--- src/inc/capwm_params.svh ---
// holds the register offsets, field positions, reset values and counts of the pwm channel
// assumes inclusion by bare name from the design module
`ifndef CAPWM_PARAMS_SVH
`define CAPWM_PARAMS_SVH

// =====================================================
// register byte offsets
`define CAPWM_ADDR_CTRL 12'h000
`define CAPWM_ADDR_MOD 12'h004
`define CAPWM_ADDR_CMP 12'h008
`define CAPWM_ADDR_CNT 12'h00C
`define CAPWM_ADDR_STAT 12'h010

// =====================================================
// control field positions
`define CAPWM_CTRL_CENTER 0
`define CAPWM_CTRL_POL 1
`define CAPWM_CTRL_ENABLE 2

// =====================================================
// reset values and counter constants
`define CAPWM_RST_CTRL 3'h0
`define CAPWM_RST_MOD 16'h0000
`define CAPWM_RST_CMP 16'h0000
`define CAPWM_CNT_FREE_LOAD 16'hFFFE

`endif

--- src/inc/capwm_pkg.sv ---
// holds the direction type used by the pwm channel design
// assumes the constants header is on the include path
package capwm_pkg;

   // =====================================================
   // counting direction
   typedef enum logic [0:0]
   {
      CAPWM_DIR_UP = 1'b0,
      CAPWM_DIR_DOWN = 1'b1
   } capwm_dir_type;

endpackage : capwm_pkg

--- src/hw/capwm_top.sv ---
// holds the center-aligned pwm channel with its counter and an apb register slave
// assumes a synchronous apb master on SYS_CLK and a load driven by PWM_OUT
//
// Notes on behaviour
// - center-align select makes the counter count up and down, output center-aligned
// - counter counts up to modulus, then down to zero, and repeats
// - center-aligned period is twice the modulus in counter ticks
// - center-aligned pulse width is twice a compare value below the modulus, in counter ticks
// - polarity clear: match counting up drives low, counting down drives high
// - compare zero or with bit 15 set gives 0% duty
// - positive compare above nonzero modulus never matches, giving 100% duty
// - edge mode with modulus zero runs the counter through full 16 bits
// - direction turns down only on a modulus match at a nonzero count
// - free-running counter loads buffered values as count goes 0xFFFE to 0xFFFF
`timescale 1ns/10ps
`include "capwm_params.svh"

module capwm_top
#(
   parameter int WIDTH = 16
)
(
   input wire logic SYS_CLK,
   input wire logic RESET,
   input wire logic PSEL,
   input wire logic PENABLE,
   input wire logic PWRITE,
   input wire logic [11:0] PADDR,
   input wire logic [31:0] PWDATA,
   output logic [31:0] PRDATA,
   output logic PREADY,
   output logic PSLVERR,
   output logic PWM_OUT
);

   // =====================================================
   // register state
   logic center_align_select;
   logic output_polarity_select;
   logic enable;
   logic [WIDTH-1:0] counter_modulus;
   logic [WIDTH-1:0] channel_compare_value;
   logic [WIDTH-1:0] mod_buf;
   logic [WIDTH-1:0] cmp_buf;
   logic update_pending;
   logic [WIDTH-1:0] count;
   capwm_pkg::capwm_dir_type dir;
   logic [WIDTH-1:0] next_count;
   capwm_pkg::capwm_dir_type next_dir;
   logic load_now;
   logic apb_access;
   logic apb_write;
   logic addr_ok;

   assign apb_access = PSEL && PENABLE && !PREADY;
   assign apb_write = apb_access && PWRITE;
   assign addr_ok = (PADDR == `CAPWM_ADDR_CTRL) || (PADDR == `CAPWM_ADDR_MOD) ||
                    (PADDR == `CAPWM_ADDR_CMP) || (PADDR == `CAPWM_ADDR_CNT) ||
                    (PADDR == `CAPWM_ADDR_STAT);

   // =====================================================
   // apb handshake: one wait state, ready pulses for one cycle
   always_ff @(posedge SYS_CLK)
   begin
      if (RESET)
      begin
         PREADY <= 1'b0;
         PSLVERR <= 1'b0;
      end
      else
      begin
         PREADY <= apb_access;
         PSLVERR <= apb_access && !addr_ok;
      end
   end

   always_ff @(posedge SYS_CLK)
   begin
      if (RESET)
      begin
         PRDATA <= 32'h00000000;
      end
      else if (apb_access && !PWRITE)
      begin
         case (PADDR)
            `CAPWM_ADDR_CTRL: PRDATA <= {29'h00000000, enable, output_polarity_select,
                                         center_align_select};
            `CAPWM_ADDR_MOD: PRDATA <= {16'h0000, counter_modulus};
            `CAPWM_ADDR_CMP: PRDATA <= {16'h0000, channel_compare_value};
            `CAPWM_ADDR_CNT: PRDATA <= {16'h0000, count};
            `CAPWM_ADDR_STAT: PRDATA <= {29'h00000000, update_pending, PWM_OUT, dir};
            default: PRDATA <= 32'h00000000;
         endcase
      end
      else
      begin
         PRDATA <= 32'h00000000;
      end
   end

   // =====================================================
   // control register
   always_ff @(posedge SYS_CLK)
   begin
      if (RESET)
      begin
         {enable, output_polarity_select, center_align_select} <= `CAPWM_RST_CTRL;
      end
      else if (apb_write && PADDR == `CAPWM_ADDR_CTRL)
      begin
         center_align_select <= PWDATA[`CAPWM_CTRL_CENTER];
         output_polarity_select <= PWDATA[`CAPWM_CTRL_POL];
         enable <= PWDATA[`CAPWM_CTRL_ENABLE];
      end
   end

   // =====================================================
   // buffered modulus and compare; writes wait in the buffer until a load point
   // so a period is never cut short by a mid-cycle change
   always_ff @(posedge SYS_CLK)
   begin
      if (RESET)
      begin
         mod_buf <= `CAPWM_RST_MOD;
         cmp_buf <= `CAPWM_RST_CMP;
         update_pending <= 1'b0;
      end
      else
      begin
         if (apb_write && PADDR == `CAPWM_ADDR_MOD)
         begin
            mod_buf <= PWDATA[WIDTH-1:0];
         end
         if (apb_write && PADDR == `CAPWM_ADDR_CMP)
         begin
            cmp_buf <= PWDATA[WIDTH-1:0];
         end
         // a new write in the load cycle keeps the flag set
         if (apb_write && (PADDR == `CAPWM_ADDR_MOD || PADDR == `CAPWM_ADDR_CMP))
         begin
            update_pending <= 1'b1;
         end
         else if (load_now)
         begin
            update_pending <= 1'b0;
         end
      end
   end

   always_ff @(posedge SYS_CLK)
   begin
      if (RESET)
      begin
         counter_modulus <= `CAPWM_RST_MOD;
         channel_compare_value <= `CAPWM_RST_CMP;
      end
      else if (load_now)
      begin
         counter_modulus <= mod_buf;
         channel_compare_value <= cmp_buf;
      end
   end

   // =====================================================
   // counter next state
   always_comb
   begin
      next_count = count;
      next_dir = dir;
      load_now = 1'b0;
      if (!enable)
      begin
         next_count = '0;
         next_dir = capwm_pkg::CAPWM_DIR_UP;
         load_now = update_pending;
      end
      else if (center_align_select)
      begin
         if (dir == capwm_pkg::CAPWM_DIR_UP)
         begin
            if (count == counter_modulus && count != '0)
            begin
               next_dir = capwm_pkg::CAPWM_DIR_DOWN;
               next_count = count - 1'b1;
            end
            else
            begin
               next_count = count + 1'b1;
            end
         end
         else if (count == '0)
         begin
            next_dir = capwm_pkg::CAPWM_DIR_UP;
            next_count = count + 1'b1;
            load_now = update_pending; // period boundary at zero
         end
         else
         begin
            next_count = count - 1'b1;
         end
      end
      else
      begin
         next_dir = capwm_pkg::CAPWM_DIR_UP;
         if (counter_modulus == '0)
         begin
            next_count = count + 1'b1;
            load_now = update_pending && count == `CAPWM_CNT_FREE_LOAD;
         end
         else if (count >= counter_modulus)
         begin
            next_count = '0;
            load_now = update_pending;
         end
         else
         begin
            next_count = count + 1'b1;
         end
      end
   end

   always_ff @(posedge SYS_CLK)
   begin
      if (RESET)
      begin
         count <= '0;
         dir <= capwm_pkg::CAPWM_DIR_UP;
      end
      else
      begin
         count <= next_count;
         dir <= next_dir;
      end
   end

   // =====================================================
   // output: level is set by the compare so that, for a compare below modulus, it is high for 2 x compare ticks
   // around count zero; comparing by sign and magnitude covers the 0% and 100% corners
   logic cmp_neg;
   logic active;
   logic below_cmp;
   logic at_cmp_down;
   assign cmp_neg = channel_compare_value[WIDTH-1];

   // =====================================================
   // compare against the count of the coming cycle, so the registered pin
   // lines up with the count it belongs to
   assign below_cmp = next_count < channel_compare_value;

   // the down-count match sets the level at the match count itself, while the
   // up-count match clears it there; this asymmetry gives exactly 2 x compare ticks when compare is below modulus
   assign at_cmp_down = (next_count == channel_compare_value) &&
                        (next_dir == capwm_pkg::CAPWM_DIR_DOWN);

   always_comb
   begin
      if (cmp_neg || channel_compare_value == '0)
      begin
         active = 1'b0;
      end
      else if (channel_compare_value > counter_modulus)
      begin
         active = 1'b1;
      end
      else if (next_dir == capwm_pkg::CAPWM_DIR_UP)
      begin
         // up-count match drives the active level off
         active = below_cmp;
      end
      else
      begin
         // down-count match drives the active level on
         active = below_cmp || at_cmp_down;
      end
   end

   always_ff @(posedge SYS_CLK)
   begin
      if (RESET)
      begin
         PWM_OUT <= 1'b0;
      end
      else if (!enable || !center_align_select)
      begin
         PWM_OUT <= output_polarity_select; // idle at inactive level
      end
      else
      begin
         PWM_OUT <= active ^ output_polarity_select;
      end
   end

endmodule : capwm_top

--- config.mk ---
export PLATFORM = sky130hd
export DESIGN_NAME = capwm_top
export DESIGN_NICKNAME = d
export VERILOG_FILES = /design/src/inc/capwm_pkg.sv /design/src/hw/capwm_top.sv
export VERILOG_INCLUDE_DIRS = /design/src /design/src/inc
export SDC_FILE = /design/constraint.sdc
export NUM_CORES = 1
export LEC_CHECK = 0
export ABC_AREA = 0
export BUFFER_PORTS_ARGS = -buffer_cell sky130_fd_sc_hd__clkbuf_2
export CAP_MARGIN = 0
export CORE_ASPECT_RATIO = 0.7
export CORE_MARGIN = 1
export CORE_UTILIZATION = 23
export DETAILED_ROUTE_END_ITERATION = 8
export GPL_TIMING_DRIVEN = 0
export MAX_ROUTING_LAYER = met4
export SETUP_SLACK_MARGIN = 0.5
export SLEW_MARGIN = 20
export SYNTH_ARGS = -nofsm -noshare
export SYNTH_HDL_FRONTEND = slang
export SYNTH_SLANG_ARGS = --single-unit
--- constraint.sdc ---
create_clock -name SYS_CLK -period 4.6 [get_ports SYS_CLK]
set_input_delay 0.46 -clock SYS_CLK [delete_from_list [all_inputs] [get_ports SYS_CLK]]
set_output_delay 0.46 -clock SYS_CLK [all_outputs]
set_load 0.1 [all_outputs]
==> results.ini <==
[synth]
synth_edf_count = 0
synth_top_area_cell = dfxtp_1
synth_cells = 755
ys.flop_type = dfxtp_1
synth_cell_types = 56
synth_top_area_share_pct = 32.80
ys_seq_area_share_pct = 32.80
synth_common_cells = 104 x dfxtp_1, 97 x nand2_1, 69 x nand2b_1, 64 x nor2_1, 53 x a21oi_1
syn_area_mm2 = 0.006347
synth_area_leaders = dfxtp_1 33%, ha_1 10%, mux2i_1 7.6%
ys.warnings.count = 0
syn_avg_cell_area_um2 = 8.407
async_flop_share_pct = 0
synth_seq_cells = 104
yosysMostFrequentCell = dfxtp_1

[status]
status = complete, no violations

[setup_path]
worstPathArrival_ns = 4.65
crit_path_start_kind = flip-flop
cp_slowest_cell = or4_4
cp_slowest_stage_delay_ns = 0.57
critPathTopFamily = simple AND/OR/NAND/NOR gates
worst_setup_path_end_kind = flip-flop
path_cells = buf_6 > ha_4 > nand4_1 > nor4_4 > buf_4 > o21ai_2 > mux2_2 > a211oi_2 > nor2_1 > ha_1 > nand4_1 > or4_4 > or4_4 > a2111oi_4 > nand4b_1
worst-path-buf-inv = 2
path_class = reg2reg
required_ns = 4.88
cp_max_fo = 3

[placed_design]
pre_cts_ws_ns = -0.3695
port_buffers = 51
place_hpwl_um = 15000
gp_congestion = 0.9621

[sta]
tightest_slew_ns = 0.6998
period_minus_slack_ns = 4.371
setup_viol_count_final = 0
grt_setup_unrepaired = yes
slew_headroom_pct = 53.34
fmaxAchievable_mhz = 228.8
fin_ws_ns = 0.2289
drv_slew = 0
hold_viol = 0
finClkSkew_ns = 0.01278
period_share_pct = 95.02

[clock_network]
clockRootBuffer = clkbuf_16
insertion_delay_ns = 0.36
cts_tree = built
postCtsHoldBufs = 0
clk_pin_slew_worst_paths_ns = 0.08
cts_num_sinks = 104
cts_buffers = 9
cts_max_level = 3
clk_path_buf_depth = 2

[detailed_routing]
dr.pass1.iters = 5
wl_um = 19860
drc = 0
num_vias = 5843
antenna_left = 0
wire_per_inst_um = 15.86
vias_per_cell = 4.667
drt_iter0_drc = 531

[final_layout]
finish.utilization_pct = 30.71
antenna_cells = 0
drive_gt1_share_pct = 26.80
nets = 983
area_growth_pct = 30.16

[grt]
grt_max_degree = 19
grtUsageTotal_pct = 14.68
grt_overflow = 0
antenna_found_initial = 0
grt_pass1_wl_um = 31050
grt_pass1_vias = 5440

[power_and_ir_drop]
power_leakage_nw = 3.374
power_density_mw_per_mm2 = 222.5
ir_drop_mv = 0.1894

[floorplanning]
core-area_mm2 = 0.02690
pin_count = 84
die_area_mm2 = 0.02828
fp.dieW_um = 200.6
start_util_pct = 23.60
die_h_um = 141.0
rows = 50

[hold_path]
hold_class = in2reg

[job]
max-cap-violations = 0

==> final timing paths <==
kind / startpoint / to / slack (ns) / depth (start not counted)
max: count[7]$_SDFF_PP0_ / PWM_OUT$_SDFF_PP0_ / 0.23 / 15
min: PWDATA[7] / cmp_buf[7]$_SDFFE_PP0P_ / 0.33 / 3
max reg2reg: count[7]$_SDFF_PP0_ / PWM_OUT$_SDFF_PP0_ / 0.23 / 15
min reg2reg: count[0]$_SDFF_PP0_ / count[0]$_SDFF_PP0_ / 0.45 / 1
==> final cells by class <==
cell class	count	area (µm²)
fill	2864	18640
inverter	42	162.7
tap	364	455.4
clock inverter	7	77.57
buffer	58	406.6
timing repair buffer	102	676.9
multi-input combinational	566	4108
clock buffer	9	225.2
sequential	104	2150
==> metal layers <==
layer / wire, µm / global-route usage [%]
met4: 197 / 2.772
met2: 7564 / 19.15
met5: 0 / -
met1: 10200 / 21.86
met3: 1900 / 4.092
==> worst min-delay path: stages <==
cell and delay, ns:
clkbuf_2 0.09, nand2_1 0.05, a21oi_1 0.05
==> stage by stage <==
stage / power (mW) / setup TNS (ns) / cell area, µm² / hold slack, ns / instances
CTS: 1.854 / 0 / 8015 / 0.3267 / 1235
floorplan: 1.026 / 0 / 6405 / 0.4323 / 770
global placement: 1.060 / -0.4146 / 7116 / 0.4409 / 1185
finish: 1.838 / 0 / 8262 / 0.3293 / 1252
global route: 1.898 / 0 / 8262 / 0.3326 / 1252
detailed placement: 1.061 / -0.3695 / 7116 / 0.4460 / 1185
==> flip-flops by register name, indices dropped and copies added, names as in the netlist <==
register and count:
cmp_buf 16, enable 1, dir 1, PWM_OUT 1, output_polarity_select 1, PRDATA 16, center_align_select 1, count 16
mod_buf 16, channel_compare_value 16, counter_modulus 16, PSLVERR 1, PREADY 1, update_pending 1
==> report_power, final <==
part	internal [mW]	switching, mW	leakage [nW]	total [mW]
clock network	0.429	0.377	0.147	0.805
logic	0.0356	0.106	2.37	0.141
registers	0.891	0.000307	0.854	0.891
==> kinds of logic after synthesis <==
kind of cell,count (synthesis),share of synthesized area (%)
xor gates and xnor gates,15,2.070
and+or+nand+nor,327,27.77
other,1,0.05908
buffers and inverters,100,8.476
DFF,104,32.80
AOI/OAI and AO/OA,105,9.955
adders and majority gates,51,10.05
muxes,52,8.811
==> cell usage in the layout (no fill, tap or decap), drive strengths merged, types with 16 or more instances in the layout <==
cell type | synthesis | routed
dfxtp | 104 | 104
nand2 | 97 | 97
clkbuf | 27 | 88
buf | 31 | 81
nand2b | 69 | 69
nor2 | 64 | 64
a21oi | 53 | 53
ha | 51 | 51
mux2i | 48 | 48
inv | 42 | 45
o21ai | 23 | 23
nand4 | 18 | 18
conb | 1 | 16
nor4 | 16 | 16
==> timing repair <==
action,CTS,global route
buffers inserted,33,17
gates resized for setup,76,32
cloned,1,0
endpoints found under the setup margin,1,1
pin swaps,26,26
No activity file was read; power rests on OpenSTA's default activity.
